`src/include/fxu_map.svh`:
```
// Register offsets, field positions, reset values for the exception unit
`ifndef FXU_MAP_SVH
`define FXU_MAP_SVH
`define FXU_ADDR_CTRL     12'h000
`define FXU_ADDR_STATUS   12'h004
`define FXU_ADDR_OP       12'h008
`define FXU_ADDR_RESULT   12'h00C
`define FXU_ADDR_IPTR     12'h010
`define FXU_ADDR_DPTR     12'h014
`define FXU_ADDR_CMD      12'h018
`define FXU_CTRL_RST      16'h0000
`define FXU_CTRL_INIT     16'h037F
`define FXU_CTRL_RSV_BIT  12
`define FXU_RC_LO         10
`define FXU_ES_BIT        7
`define FXU_SF_BIT        6
`define FXU_STAT_RST      16'h0081
`define FXU_STAT_INIT     16'h0000
`define FXU_CC_MASK       16'h4700
`define FXU_CMD_INIT      0
`define FXU_CMD_PREM_INC  1
`define FXU_CMD_CLEX      2
`endif

```
`src/include/fxu_pkg.sv`:
```
// Types for the floating-point exception unit
package fxu_pkg;
  typedef enum logic [2:0] {
    FXU_OP_ARITH,
    FXU_OP_LOAD_SD,
    FXU_OP_LOAD_EXT,
    FXU_OP_CMP_STORE,
    FXU_OP_EXTRACT,
    FXU_OP_TAN,
    FXU_OP_SCALE
  } fxu_op_e;
  typedef enum logic [2:0] {
    FXU_RES_NORMAL,
    FXU_RES_QNAN,
    FXU_RES_INF,
    FXU_RES_MAXFIN,
    FXU_RES_DENZERO,
    FXU_RES_ZERO,
    FXU_RES_NEGINF_ST1
  } fxu_res_e;
endpackage

```
`src/rtl/fxu_exc.sv`:
```
// Floating-point exception detection, flags, error output and pin tristate
// Functional notes
// - Six exceptions ranked invalid, denormal, zero-divide, overflow, underflow, inexact.
// - Control bits 5..0 mask the six exceptions; set means default response.
// - Unmasked exception sets its flag, summary bit and asserts error low.
// - Any exception saves instruction address, and operand address when it has a memory operand.
// - After reset error asserted: invalid flag, summary set, invalid mask clear.
// - No-wait initialize clears error and sets defined control and status values.
// - Control bit 12 reserved, cleared by reset or init, writable.
// - Condition codes cleared on reset, init and incomplete partial remainder.
// - Masked invalid gives quiet NaN; stack fault also sets stack-fault flag.
// - Masked zero-divide with finite nonzero dividend returns infinity.
// - Masked overflow returns largest finite or infinity per rounding mode.
// - Masked underflow flagged only when denormalizing loses accuracy.
// - Masked denormal operand is normalized and processing continues.
// - Inexact result signals inexact and rounds; masked continues.
// - Extract of zero reports zero-divide, leaves minus infinity in second register.
// - Only signaling NaNs raise, except compare and stores raise for quiet NaNs.
// - Single/double load of denormal signals denormal; sNaN invalid; extended never denormal.
// - Partial tangent stack overflow, overflow masked: both registers get quiet NaNs.
// - Scale by infinity: zero invalid, minus gives signed zero, plus signed infinity.
// - Partial tangent puts tangent in second register, one in top.
// - Error and data pin outputs float unless status enable active.
// - Data pins drive only in selected read cycles with status enable.
//
// Implementation choices: the APB interface to the registers and the placing of the registers.
`include "fxu_map.svh"
`timescale 1ns/1ps
`default_nettype none
module fxu_exc
  import fxu_pkg::*;
(
  // APB
  input  wire logic        pclk,
  input  wire logic        presetn,
  input  wire logic        psel,
  input  wire logic        penable,
  input  wire logic        pwrite,
  input  wire logic [11:0] paddr,
  input  wire logic [31:0] pwdata,
  input  wire logic [3:0]  pstrb,
  output logic      [31:0] prdata,
  output logic             pready,
  output logic             pslverr,
  // Operation report from the datapath
  input  wire logic        op_valid,
  input  wire fxu_pkg::fxu_op_e op_kind,
  input  wire logic [5:0]  op_cond,
  input  wire logic        op_stack_fault,
  input  wire logic        op_snan,
  input  wire logic        op_qnan,
  input  wire logic        op_zero_src,
  input  wire logic        op_scale_neg,
  input  wire logic        op_has_mem,
  input  wire logic [31:0] op_iaddr,
  input  wire logic [31:0] op_daddr,
  // Pin side
  input  wire logic        status_enable,
  input  wire logic        coproc_select_low_n,
  input  wire logic        coproc_select_high,
  input  wire logic        bus_read,
  input  wire logic [31:0] bus_rdata,
  output logic             error_n_out,
  output logic             error_n_oe_n,
  output logic      [31:0] data_out,
  output logic             data_oe_n,
  // Result action toward the datapath
  output fxu_pkg::fxu_res_e res_action,
  output logic             res_sign_keep,
  output logic             res_normalize
);
  import fxu_pkg::*;

  localparam int NEXC = 6;

  logic [15:0] control_word, next_control_word;
  logic [15:0] status_word,  next_status_word;
  logic [31:0] iptr, next_iptr, dptr, next_dptr;
  fxu_res_e    next_res_action;
  logic        next_res_sign_keep, next_res_normalize;
  logic [31:0] next_prdata;
  logic        next_pready;
  logic        next_pslverr;
  logic        next_error_n_out, next_error_n_oe_n, next_data_oe_n;
  logic [31:0] next_data_out;
  logic [5:0]  raw;
  logic [5:0]  unmasked;
  logic [2:0]  top_idx;

  // Bit mask of the highest-ranked set bit, invalid at bit 0
  function automatic logic [5:0] prio_pick(input logic [5:0] v);
    logic [5:0] r;
    r = 6'h00;
    for (int i = NEXC - 1; i >= 0; i--)
    begin
      if (v[i])
        r = 6'h01 << i;
    end
    return r;
  endfunction

  wire acc   = psel && penable;
  // Write lands only at the completing edge, once
  wire wr_ok = acc && pwrite && pready;

  // Exception conditions after instruction-specific adjustment
  always_comb
  begin
    raw = op_valid ? op_cond : 6'h00;
    if (op_valid && op_stack_fault)
      raw[0] = 1'b1;
    if (op_valid && (op_snan || (op_qnan && op_kind == FXU_OP_CMP_STORE)))
      raw[0] = 1'b1;
    if (op_valid && op_kind == FXU_OP_LOAD_EXT)
      raw[1] = 1'b0;
    if (op_valid && op_kind == FXU_OP_EXTRACT && op_zero_src)
      raw[2] = 1'b1;
    if (op_valid && op_kind == FXU_OP_SCALE && op_zero_src)
      raw[0] = 1'b1;
    unmasked = raw & ~control_word[5:0];
    top_idx  = 3'd0;
    for (int i = NEXC - 1; i >= 0; i--)
    begin
      if (prio_pick(raw) == (6'h01 << i))
        top_idx = 3'(i);
    end
  end

  // Masked default responses, highest precedence first
  always_comb
  begin
    next_res_action    = FXU_RES_NORMAL;
    next_res_sign_keep = 1'b0;
    next_res_normalize = 1'b0;
    if (op_valid)
    begin
      if (op_kind == FXU_OP_TAN && op_stack_fault && control_word[3])
        next_res_action = FXU_RES_QNAN;
      else if (raw != 6'h00)
      begin
        case (top_idx)
          3'd0: next_res_action = FXU_RES_QNAN;
          3'd1: next_res_normalize = 1'b1;
          3'd2: next_res_action = (op_kind == FXU_OP_EXTRACT) ? FXU_RES_NEGINF_ST1 : FXU_RES_INF;
          3'd3: next_res_action = (control_word[11:10] == 2'b11 || control_word[11:10] == 2'b01) ?
                                  FXU_RES_MAXFIN : FXU_RES_INF;
          3'd4: next_res_action = FXU_RES_DENZERO;
          default: next_res_action = FXU_RES_NORMAL;
        endcase
      end
      else if (op_kind == FXU_OP_SCALE)
      begin
        next_res_action    = op_scale_neg ? FXU_RES_ZERO : FXU_RES_INF;
        next_res_sign_keep = 1'b1;
      end
      // Tangent: true tangent in second, one in top unless faulted
      else if (op_kind == FXU_OP_TAN)
        next_res_action = FXU_RES_NORMAL;
    end
  end

  // Control, status and pointers
  always_comb
  begin
    next_control_word = control_word;
    next_status_word  = status_word;
    next_iptr         = iptr;
    next_dptr         = dptr;
    if (wr_ok && paddr == `FXU_ADDR_CTRL && pstrb[0])
      next_control_word[7:0] = pwdata[7:0];
    if (wr_ok && paddr == `FXU_ADDR_CTRL && pstrb[1])
      next_control_word[15:8] = pwdata[15:8];
    if (wr_ok && paddr == `FXU_ADDR_CMD && pwdata[`FXU_CMD_CLEX])
      next_status_word = status_word & ~16'h00FF;
    if (wr_ok && paddr == `FXU_ADDR_CMD && pwdata[`FXU_CMD_PREM_INC])
      next_status_word = next_status_word & ~`FXU_CC_MASK;
    if (wr_ok && paddr == `FXU_ADDR_CMD && pwdata[`FXU_CMD_INIT])
    begin
      next_control_word = `FXU_CTRL_INIT;
      next_status_word  = `FXU_STAT_INIT;
    end
    // Set wins over a same-cycle clear
    if (op_valid && raw != 6'h00)
    begin
      next_iptr = op_iaddr;
      if (op_has_mem)
        next_dptr = op_daddr;
    end
    if (unmasked != 6'h00)
    begin
      next_status_word[5:0]        = next_status_word[5:0] | unmasked;
      next_status_word[`FXU_ES_BIT] = 1'b1;
    end
    next_status_word[5:0] = next_status_word[5:0] | raw;
    if (op_valid && op_stack_fault)
      next_status_word[`FXU_SF_BIT] = 1'b1;
  end

  // APB slave, one wait state
  always_comb
  begin
    next_pready  = acc && !pready;
    next_pslverr = 1'b0;
    next_prdata  = 32'h0000_0000;
    if (acc && !pready && !pwrite)
    begin
      if (paddr == `FXU_ADDR_CTRL)
        next_prdata = {16'h0000, control_word};
      else if (paddr == `FXU_ADDR_STATUS)
        next_prdata = {16'h0000, status_word};
      else if (paddr == `FXU_ADDR_RESULT)
        next_prdata = {25'h000_0000, res_normalize, res_sign_keep, 2'b00, res_action};
      else if (paddr == `FXU_ADDR_IPTR)
        next_prdata = iptr;
      else if (paddr == `FXU_ADDR_DPTR)
        next_prdata = dptr;
      else if (paddr != `FXU_ADDR_CMD && paddr != `FXU_ADDR_OP)
        next_pslverr = 1'b1;
    end
  end

  // Pins
  always_comb
  begin
    next_error_n_out  = ~next_status_word[`FXU_ES_BIT];
    next_error_n_oe_n = ~status_enable;
    next_data_oe_n    = ~(status_enable && !coproc_select_low_n
                          && coproc_select_high && bus_read);
    next_data_out     = bus_rdata;
  end

  always_ff @(posedge pclk or negedge presetn)
  begin
    if (!presetn)
    begin
      control_word  <= `FXU_CTRL_RST;
      status_word   <= `FXU_STAT_RST;
      iptr          <= 32'h0000_0000;
      dptr          <= 32'h0000_0000;
      res_action    <= FXU_RES_NORMAL;
      res_sign_keep <= 1'b0;
      res_normalize <= 1'b0;
      prdata        <= 32'h0000_0000;
      pready        <= 1'b0;
      pslverr       <= 1'b0;
      error_n_out   <= 1'b0;
      error_n_oe_n  <= 1'b1;
      data_out      <= 32'h0000_0000;
      data_oe_n     <= 1'b1;
    end
    else
    begin
      control_word  <= next_control_word;
      status_word   <= next_status_word;
      iptr          <= next_iptr;
      dptr          <= next_dptr;
      res_action    <= next_res_action;
      res_sign_keep <= next_res_sign_keep;
      res_normalize <= next_res_normalize;
      prdata        <= next_prdata;
      pready        <= next_pready;
      pslverr       <= next_pslverr;
      error_n_out   <= next_error_n_out;
      error_n_oe_n  <= next_error_n_oe_n;
      data_out      <= next_data_out;
      data_oe_n     <= next_data_oe_n;
    end
  end

  // Checks
  property p_error_follows_summary;
    @(posedge pclk) disable iff (!presetn)
    ##1 (error_n_out == ~status_word[`FXU_ES_BIT]);
  endproperty
  a_error_follows_summary: assert property (p_error_follows_summary)
    else $error("error output disagrees with summary bit");

  property p_unmasked_sets;
    @(posedge pclk) disable iff (!presetn)
    (unmasked != 6'h00) |=> (status_word[`FXU_ES_BIT] && !error_n_out ##0 ((status_word[5:0] & $past(unmasked)) == $past(unmasked)));
  endproperty
  a_unmasked_sets: assert property (p_unmasked_sets)
    else $error("unmasked exception did not set flag and summary");

  property p_masked_no_summary;
    @(posedge pclk) disable iff (!presetn)
    (op_valid && unmasked == 6'h00 && !status_word[`FXU_ES_BIT] && !(wr_ok)) |=> !status_word[`FXU_ES_BIT];
  endproperty
  a_masked_no_summary: assert property (p_masked_no_summary)
    else $error("masked exception set the summary bit");

  property p_init_clears;
    @(posedge pclk) disable iff (!presetn)
    (wr_ok && paddr == `FXU_ADDR_CMD && pwdata[`FXU_CMD_INIT] && unmasked == 6'h00)
      |=> (control_word == `FXU_CTRL_INIT && (status_word & `FXU_CC_MASK) == 16'h0000) ##1 error_n_out;
  endproperty
  a_init_clears: assert property (p_init_clears)
    else $error("initialize did not clear error and words");

  property p_data_float;
    @(posedge pclk) disable iff (!presetn)
    !status_enable |=> data_oe_n && error_n_oe_n;
  endproperty
  a_data_float: assert property (p_data_float)
    else $error("outputs driven without status enable");

  property p_data_drive;
    @(posedge pclk) disable iff (!presetn)
    (status_enable && !coproc_select_low_n && coproc_select_high && bus_read) |=> !data_oe_n;
  endproperty
  a_data_drive: assert property (p_data_drive)
    else $error("data pins not driven in selected read");

  property p_pointer_saved;
    @(posedge pclk) disable iff (!presetn)
    (op_valid && raw != 6'h00) |=> (iptr == $past(op_iaddr));
  endproperty
  a_pointer_saved: assert property (p_pointer_saved)
    else $error("instruction address not saved");

  property p_stack_fault;
    @(posedge pclk) disable iff (!presetn)
    (op_valid && op_stack_fault && control_word[0]) |=> (status_word[`FXU_SF_BIT] && res_action == FXU_RES_QNAN);
  endproperty
  a_stack_fault: assert property (p_stack_fault)
    else $error("stack fault response wrong");

  property p_ext_no_denormal;
    @(posedge pclk) disable iff (!presetn)
    (op_valid && op_kind == FXU_OP_LOAD_EXT) |-> !raw[1];
  endproperty
  a_ext_no_denormal: assert property (p_ext_no_denormal)
    else $error("extended load raised denormal");

  property p_invalid_first;
    @(posedge pclk) disable iff (!presetn)
    (op_valid && raw[0]) |=> (res_action == FXU_RES_QNAN);
  endproperty
  a_invalid_first: assert property (p_invalid_first)
    else $error("invalid operation did not take precedence");

  property p_extract_zero;
    @(posedge pclk) disable iff (!presetn)
    (op_valid && op_kind == FXU_OP_EXTRACT && op_zero_src && raw[1:0] == 2'b00)
      |=> (res_action == FXU_RES_NEGINF_ST1 && status_word[2]);
  endproperty
  a_extract_zero: assert property (p_extract_zero)
    else $error("extract of zero did not report zero-divide");
endmodule
`default_nettype wire

```
`config.mk`:
```
export PLATFORM = sky130hd
export DESIGN_NAME = fxu_exc
export DESIGN_NICKNAME = d
export VERILOG_FILES = /design/src/include/fxu_pkg.sv /design/src/rtl/fxu_exc.sv
export VERILOG_INCLUDE_DIRS = /design/src /design/src/include
export SDC_FILE = /design/constraint.sdc
export NUM_CORES = 1
export LEC_CHECK = 0
export ABC_AREA = 1
export ABC_CLOCK_PERIOD_IN_PS = 3300
export BUFFER_PORTS_ARGS = -buffer_cell sky130_fd_sc_hd__buf_2
export CAP_MARGIN = 10
export CORE_MARGIN = 2
export CORE_UTILIZATION = 53
export DETAILED_ROUTE_END_ITERATION = 8
export PLACE_DENSITY = 0.85
export RECOVER_POWER = 25
export SLEW_MARGIN = 5
export SYNTH_ARGS = -nofsm -noshare
export SYNTH_HDL_FRONTEND = slang
export SYNTH_SLANG_ARGS = --single-unit
```
`constraint.sdc`:
```
create_clock -name pclk -period 3.3 [get_ports pclk]
set_input_delay 0.495 -clock pclk [delete_from_list [all_inputs] [get_ports pclk]]
set_output_delay 0.495 -clock pclk [all_outputs]
set_load 0.03 [all_outputs]
```
==> run summary, run 1 <==
The run finished, with violations left. The checks that failed: capacitance limit, slew limit. The filler cells instantiated in the layout total 1041.

The logs give 0.091 for the power share of the combinational group and 0.0003550 V for the maximum ir drop on the vdd rail. The adder-cell area share of the yosys netlist came out at 0. The net switching power came out at 1.110 mW. Kind of critical path: input pin to register. The detailed-route DRC error count was 0.

Counting both buffers and inverters, the worst setup path holds a total of 2. The minimum clock period after layout was 1.946 ns; the total of flip-flops plus latches after synthesis was 162. The clock net in this run drives a total of 162 sinks. The multiplexer area fraction after synthesis works out to 0.

Fraction of final layout cells sized beyond drive strength 1: 0.3281. The most numerous cell type found on the critical path is sky130_fd_sc_hd__nand2_1. The biggest area contributor in the post-synthesis netlist is sky130_fd_sc_hd__dfrtp_1.

The number of antenna violations at the first check in global routing is 4. The run gives 0.004059 sq mm as the storage element area. Setup repair after global routing left no endpoint under its margin. Across all layers, the routed design uses 5795 vias. The tools report the deepest clock path buffer count as 2. Insertion delay to the later sink of the worst-skew pair: 0.42 ns. The share of total power consumed by net switching was 0.2382. The initial standard-cell utilization of the core was 0.5373; the total of endpoints with negative setup slack in the final report was 0. For the worst setup path, the data required time is 3.65 ns. The library cell used as clock root buffer is sky130_fd_sc_hd__clkbuf_16. The HPWL after detailed placement is 11930 um. The number of nets in the synthesized netlist is 891. The post-synthesis compound-gate area fraction works out to 0.06594. In this run, CTS created clock tree buffers numbering 17.

The floorplan die height works out to 116.4 um. The total global routing track utilization is 0.2570, and the average via count per standard cell is 5.124. Ranked by instance count, the synthesized netlist is headed by sky130_fd_sc_hd__nand2_1 (240), sky130_fd_sc_hd__dfrtp_1 (158), sky130_fd_sc_hd__nand3_1 (82), sky130_fd_sc_hd__inv_1 (42), sky130_fd_sc_hd__a21oi_1 (28). The run gives 1 as the number of max-capacitance violations reported. The worst slack on hold paths is 0.1739 ns, and the average wire per cell in the routed design is 15.14 um. The clock skew after layout is 0.007214 ns, and the worst slew slack as a fraction of its limit is -0.1436. The floorplan step defined a die boundary enclosing 0.01355 sq mm.

The final global-route overflow total came out at 0. The logs give 525 for the initial detailed-routing violation count and 71 for the largest net degree at the start of global routing. The final layout contains 1110 nets. The tools report the standard cell core area as 0.01247 sq mm. Relative to the synthesized area, the layout overhead comes to 27.61%.

The power density relative to cell area works out to 545.3 mW/mm^2. The top fanout value on the critical path was 29; the worst path arrival time was 2.30 ns. On the critical path the largest part of the delay comes from simple AND/OR/NAND/NOR gates. In the final layout, the multi-input gates occupy 0.002256 sq mm. The most used flip-flop cell after synthesis is sky130_fd_sc_hd__dfrtp_1. Before antenna repair, the detailed router went through 6 iterations.

The number of synthesized flops with an enable pin works out to 0. By area the synthesized netlist is led by sky130_fd_sc_hd__dfrtp_1 (59%), sky130_fd_sc_hd__nand2_1 (13%), sky130_fd_sc_hd__nand3_1 (6.1%). Fraction of power consumed by the clock network: 0.447. The combinational family with the most area after synthesis was simple AND/OR/NAND/NOR gates. Summing every instance area after synthesis gives 0.006698 sq mm. At the end of routability-driven placement, the weighted congestion stood at 0.9397. The first-pass GRT wire length was 26320 um. Among all stages on the critical path, the largest delay is contributed by sky130_fd_sc_hd__inv_2.

The period utilization was 0.5896. The count of nets left with antenna violations once routing finished came out at 0. The run gives 513.9 MHz as the highest clock frequency the design can meet.

For the final routed database, the setup TNS stands at 0 ns. The top-area cell type share of the netlist area is 0.5903. Path type of the worst min-delay path: input pin to register.

Measured along the x axis, the die boundary spans 116.4 um. TritonCTS built the clock tree. The critical path goes through buf_2 > nand2_1 > nand3_1 > nor2_2 > nand2_4 > inv_2 > nand2_1 > nand2_1. For this run, the slowest stage of the critical path takes 0.56 ns. The post-synthesis area per instance is 9.277 sq um, and the leakage power figure is 4.684 nW. The run gives 0 as the post-cts repair resize count. After clock tree synthesis, the clock-pin slew on the worst setup and hold paths is 0.06 ns.

The tools report the total count of hold-check failures in the final report as 0. Synthesized-area fraction occupied by xor and xnor cells: 0. The sequential fraction of design power is 0.462, and the part of the Yosys area used for sequential elements is 0.6060. The internal power is 3.550 mW. The synthesized netlist cell count came out at 722. The tools report the synthesis warning total as 0. The area fraction in and, or, nand and nor cells after synthesis is 0.2709, and the number of library cell types mapped by synthesis is 37. The tools report the critical path startpoint category as an input pin.

The tools report the wire length after detailed routing as 17130 um. STA classifies the critical path endpoint as a register. The run gives 70 as the final-report max-slew violation count. The tools report the via count of the first global-routing pass as 5402. Share of synthesized flip-flops with an asynchronous set or reset: 1.000. Slew at the pin closest to its max-slew limit: 1.715 ns.

The count of hold-fix buffers inserted at cts came out at 0. During placement, the flow inserted port buffers numbering 224. After clock tree synthesis, the setup repair step added 0 buffers. The initialized floorplan defines 41 standard-cell rows. CTS built an H-tree with a depth of 4. Number of I/O pins: 243. The most repeated cell in the gate-level netlist after synthesis was sky130_fd_sc_hd__nand2_1.
-- final cells by class --
class | count | share of cell area
inverter | 54 | 0.02386
antenna | 5 | 0.001464
timing repair buffer | 228 | 0.1361
clock buffer | 19 | 0.05299
tap | 172 | 0.02518
multi-input combinational | 478 | 0.2639
clock inverter | 13 | 0.02152
sequential | 162 | 0.4749
-- power groups by stage --
| stage | Combinational [mW] | Clock (mW) | Sequential [mW] |
|---|---|---|---|
| after floorplan | 0.179 | 0 | 2.23 |
| after global placement | 0.416 | 0 | 2.18 |
| after detailed placement | 0.426 | 0 | 2.19 |
| after CTS | 0.429 | 2.11 | 2.15 |
| after global routing | 0.477 | 2.20 | 2.17 |
| final | 0.425 | 2.08 | 2.15 |
-- kinds of logic (layout without fill, tap and decap cells) --
group | count (synthesis) | count (layout)
and+or+nand+nor | 400 | 400
DFF | 162 | 162
buffers and inverters | 82 | 314
AOI/OAI and AO/OA | 78 | 78
other | 0 | 5
-- worst register-to-register path, stage by stage (launching register included) --
cell and delay [ns]:
sky130_fd_sc_hd__dfrtp_1 0.36, sky130_fd_sc_hd__nand2_1 0.06, sky130_fd_sc_hd__nor2_1 0.39, sky130_fd_sc_hd__nand4_2 0.38
sky130_fd_sc_hd__inv_2 0.14, sky130_fd_sc_hd__nor3_1 0.05, sky130_fd_sc_hd__nor3_1 0.20
-- flip-flops by register name (all words and copies together) (netlist names) --
register,flops
error_n_out,1
res_sign_keep,1
res_normalize,1
pready,1
data_oe_n,1
error_n_oe_n,1
prdata,32
res_action,3
dptr,32
iptr,32
data_out,32
status_word,8
pslverr,1
control_word,16
-- placed cells by master (no fill, tap or decap), drive strengths merged --
cell | synthesis | layout
inv | 53 | 53
nand4 | 10 | 10
dfstp | 4 | 4
bufinv | 0 | 4
buf | 24 | 227
a21oi | 29 | 29
nand3 | 87 | 87
or2 | 4 | 4
o21bai | 1 | 1
o221ai | 2 | 2
o22ai | 13 | 13
nor4 | 2 | 2
o211ai | 5 | 5
nand2 | 258 | 258
nor3 | 7 | 7
dfrtp | 158 | 158
a31oi | 2 | 2
nor2 | 32 | 32
clkinv | 1 | 7
clkinvlp | 0 | 3
diode | 0 | 5
o21ai | 24 | 24
clkbuf | 4 | 20
a41oi | 1 | 1
o31ai | 1 | 1
-- per-layer routing --
layer | up-vias | part of all wire | global-route usage
met5 | - | 0 | 0
met4 | 0 | 0.028 | 0.1262
met3 | 35 | 0.068 | 0.04670
met2 | 242 | 0.49 | 0.4066
met1 | 2727 | 0.42 | 0.3453
li1 | 2791 | - | -
-- per-stage QoR --
| stage | cell area (sq um) | power [mW] | std cells | utilization | setup slack, ns |
|---|---|---|---|---|---|
| after CTS | 8541 | 4.688 | 1126 | 0.6851 | 1.376 |
| final | 8547 | 4.660 | 1131 | 0.6856 | 1.354 |
| after global placement | 7904 | 2.598 | 1094 | 0.6340 | 1.027 |
| after floorplan | 6698 | 2.407 | 722 | - | 1.684 |
| after global routing | 8544 | 4.843 | 1130 | 0.6854 | 1.200 |
| after detailed placement | 7904 | 2.613 | 1094 | 0.6340 | 0.9966 |
-- worst paths after layout --
kind | start | end | slack, ns | cells past startpoint
setup / recovery | op_valid | iptr[16] | 1.35 | 8
hold / removal | bus_rdata[1] | data_out[1] | 0.17 | 1
setup reg to reg | pready | error_n_out | 1.61 | 6
hold reg to reg | pready | pready | 0.46 | 1
max in group asynchronous | presetn | error_n_oe_n | 1.57 | 2
min in group asynchronous | presetn | data_out[3] | 0.51 | 1
(Power assumes the default switching activity.)
==> run 2, diff against run 1 <==
Settings changed: ABC_CLOCK_PERIOD_IN_PS 3300 to 1700, CORE_UTILIZATION 53 to 45, PLACE_DENSITY 0.85 to 0.77.
Clock period 3.3 ns to 1.7 ns, I/O delays scaled along.
==> run 2 against run 1 <==
Net effect: the run now ends clean; global-route usage decreased by 2.7 points; combinational power increased by 120%; largest power group unchanged; wire length increased by 4.9%; non-clock buffer count rose by 66; power is 89% higher; sequential share of layout area fell by 3.1 points; die area increased by 17%; sequential power increased by 94%; first-iteration DRC count fell by 23%; critical path type is now register to register; via count grew 3.5%; flip-flop and latch count did not move; register-to-register slack lost 1.4 ns.
==> run summary, run 2 (synthesized netlist as in run 1, its figures left out) <==
Static timing analysis puts the maximum clock frequency at 681.9 MHz. met2 is the most crowded layer. For this run, design rule violations remaining after detail routing come to 0. The final layout contains routed wiring with a total length of 17970 um.

The most common cell after layout, fill and taps aside was sky130_fd_sc_hd__nand2_1. The required time of the worst setup path was 2.06 ns. In this design, the largest share of critical-path delay is due to simple AND/OR/NAND/NOR gates. For the routing usage on met3, the log shows 0.05098. Detailed placement ended at an HPWL of 13050 um.

The average wire per cell in the routed design was 14.91 um; the deepest level of the CTS H-tree was 4. For the final global-route overflow total, the log shows 0. At the end of routability-driven placement, the weighted congestion stood at 0.9420. The tools report the initial detailed-routing violation count as 406. In this run the deepest clock path goes through 2 buffers. In this run the worst hold path is classified as input pin to register.

The worst hold path was traced through 3 stages. The net count of the finished layout is 1176. In the layout the commonest cells are sky130_fd_sc_hd__nand2_1 (240), sky130_fd_sc_hd__buf_2 (223), sky130_fd_sc_hd__dfrtp_1 (158).

The worst stage delay on the critical path is 0.36 ns. STA puts the critical path data arrival time at 1.83 ns. The tools report the total of endpoints with negative setup slack in the final report as 0. On the critical path, the stage with the largest delay is an instance of sky130_fd_sc_hd__dfrtp_1. Layout-stage area growth over the synthesis result: 36.50%.

At the pin with the least slew margin, the transition time is 0.8813 ns. Clock skew on the completed layout was measured at 0.008559 ns. The worst setup path is captured at a register. In this run the most critical hold path is launched from op_iaddr[1]. Count of buffers inserted at the top-level ports: 224. The maximum ir drop on the vdd rail is 0.0007300 V. The post-CTS setup-driven buffer insertion count is 0.

The critical path startpoint category is a register. The period utilization is 0.8627. The critical path goes through nand2_1 > nor2_2 > buf_4 > nand3_2 > nand2_2 > o22ai_1 > inv_1.

The start of the worst register-to-register path is pready. The worst slew slack as a fraction of its limit is 0.4125. For flop-to-flop paths, the worst setup slack is 0.23 ns. Kind of critical path: register to register.

The logs give 0.4608 for the initial standard-cell utilization of the core and 5995 for the total via count after detailed routing. The logs give 0.2299 for the total global routing track utilization and 243 for the number of I/O pins. Number of max-capacitance violations reported: 0. The number of antenna violations at the first check in global routing is 1, and the first-pass GRT wire length is 28390 um. The hold-critical path endpoint was iptr[1]. At the placement stage, the worst setup path has a slack of -0.01786 ns. The clock reaches the later pin of the worst-skew pair after 0.42 ns. The number of buffers created by CTS was 17; the final-report max-slew violation count was 0. The floorplan has 44 rows. The floorplan step defined a die boundary enclosing 0.01588 sq mm.

Leakage power figure: 4.970 nW. For the standard cell core area, the log shows 0.01453 sq mm. The tools report the met2 routing resource usage after global routing as 0.3744. Before antenna repair, the detailed router went through 5 iterations.

TritonCTS built the clock tree. The met1 usage in global routing was 0.2966. The largest net degree at the start of global routing was 44. Fill cells in the final layout number 1297. The top fanout value on the critical path came out at 9.

The number of antenna-violating nets in the routed design was 0; the total negative setup slack was 0 ns. The flow ran to the end, and the final reports show no timing, DRC or antenna violations. In this run the critical register-to-register path is captured at control_word[1].

The final setup slack of the worst path is 0.2335 ns, and the storage element area is 0.004059 sq mm. The worst reg2reg path depth came out at 7. Setup repair after global routing left no endpoint under its margin. For the via count of the first global-routing pass, the log shows 5901. Clock tree synthesis selected as its root buffer the cell sky130_fd_sc_hd__clkbuf_16. CTS saw 162 sinks. Dividing the detail-routed via count by the number of cells gives 4.975. The total count of hold-check failures in the final report came out at 0. The floorplan die height was 126 um; the number of buffers and inverters on the critical path was 2.

The floorplan die width is 126 um, and the power density relative to cell area is 962.8 mW/mm^2. The fraction of final layout cells sized beyond drive strength 1 was 0.3333. The clock-pin slew reported for the worst setup and hold paths after clock tree synthesis is 0.06 ns. The multi-input logic area is 0.002258 sq mm, and the minimum clock period after layout is 1.467 ns.
[run 2: cell count changes in the layout (fill, tap and decap cells not counted), sizes merged]
cell | previous run | this run
clkbuf | 20 | 24
bufinv | 4 | 2
dlygate4sd3 | 0 | 36
buf | 227 | 257
inv | 53 | 54
diode | 5 | 1
clkinv | 7 | 6
clkinvlp | 3 | 1
[run 2: final cells by class]
cell class                      instances  share of cell area
Clock buffer                           23             0.05118
Clock inverter                          9             0.01150
Sequential cell                       162              0.4440
Timing Repair Buffer                  294              0.1986
Inverter                               54             0.02231
Antenna cell                            1           0.0002737
Tap cell                              184             0.02518
Multi-Input combinational cell        478              0.2470
[run 2: worst min-delay path, delay by kind of cell]
kind / cells / cell delay [ns]
buf+inv: 1 / 0.07
simple gates: 2 / 0.09
[run 2: what timing repair did]
item | in CTS | in global routing
hold endpoints to repair | 66 | 0
hold buffers | 36 | 0
endpoints found under the setup margin | 0 | 2
resized for setup | 0 | 1
[run 2: worst max path at each step]
stage,from,endpoint,depth (start not counted)
2_1_floorplan,pready,control_word[12],7
3_3_place_gp,paddr[5],control_word[5],10
4_1_cts,pready,control_word[1],7
6_report,pready,control_word[1],7
5_1_grt,presetn,data_out[22],3
3_5_place_dp,paddr[5],control_word[15],10
[run 2: through the flow]
step	instance area, sq um	utilization	total power [mW]	std cells	hold WS (ns)
global route	9143	0.6290	9.182	1205	0.03462
detailed placement	8219	0.5655	5.132	1136	0.1705
finish	9143	0.6290	8.802	1205	0.03091
CTS	9153	0.6297	8.884	1204	0.01729
floorplan	6698	-	4.673	722	-0.04059
global placement	8219	0.5655	5.106	1136	0.1733
[run 2: report_power, final]
group	internal (mW)	switching [mW]	total [mW]
clock network	2.24	1.45	3.68
registers	4.07	0.107	4.18
logic	0.379	0.558	0.937
total	6.69	2.11	8.80
[run 2: layer usage]
layer / wire, um / vias to the layer above
met5: 0 / -
met4: 548 / 0
met3: 1303 / 44
met2: 8584 / 264
met1: 7529 / 2772
li1: - / 2915
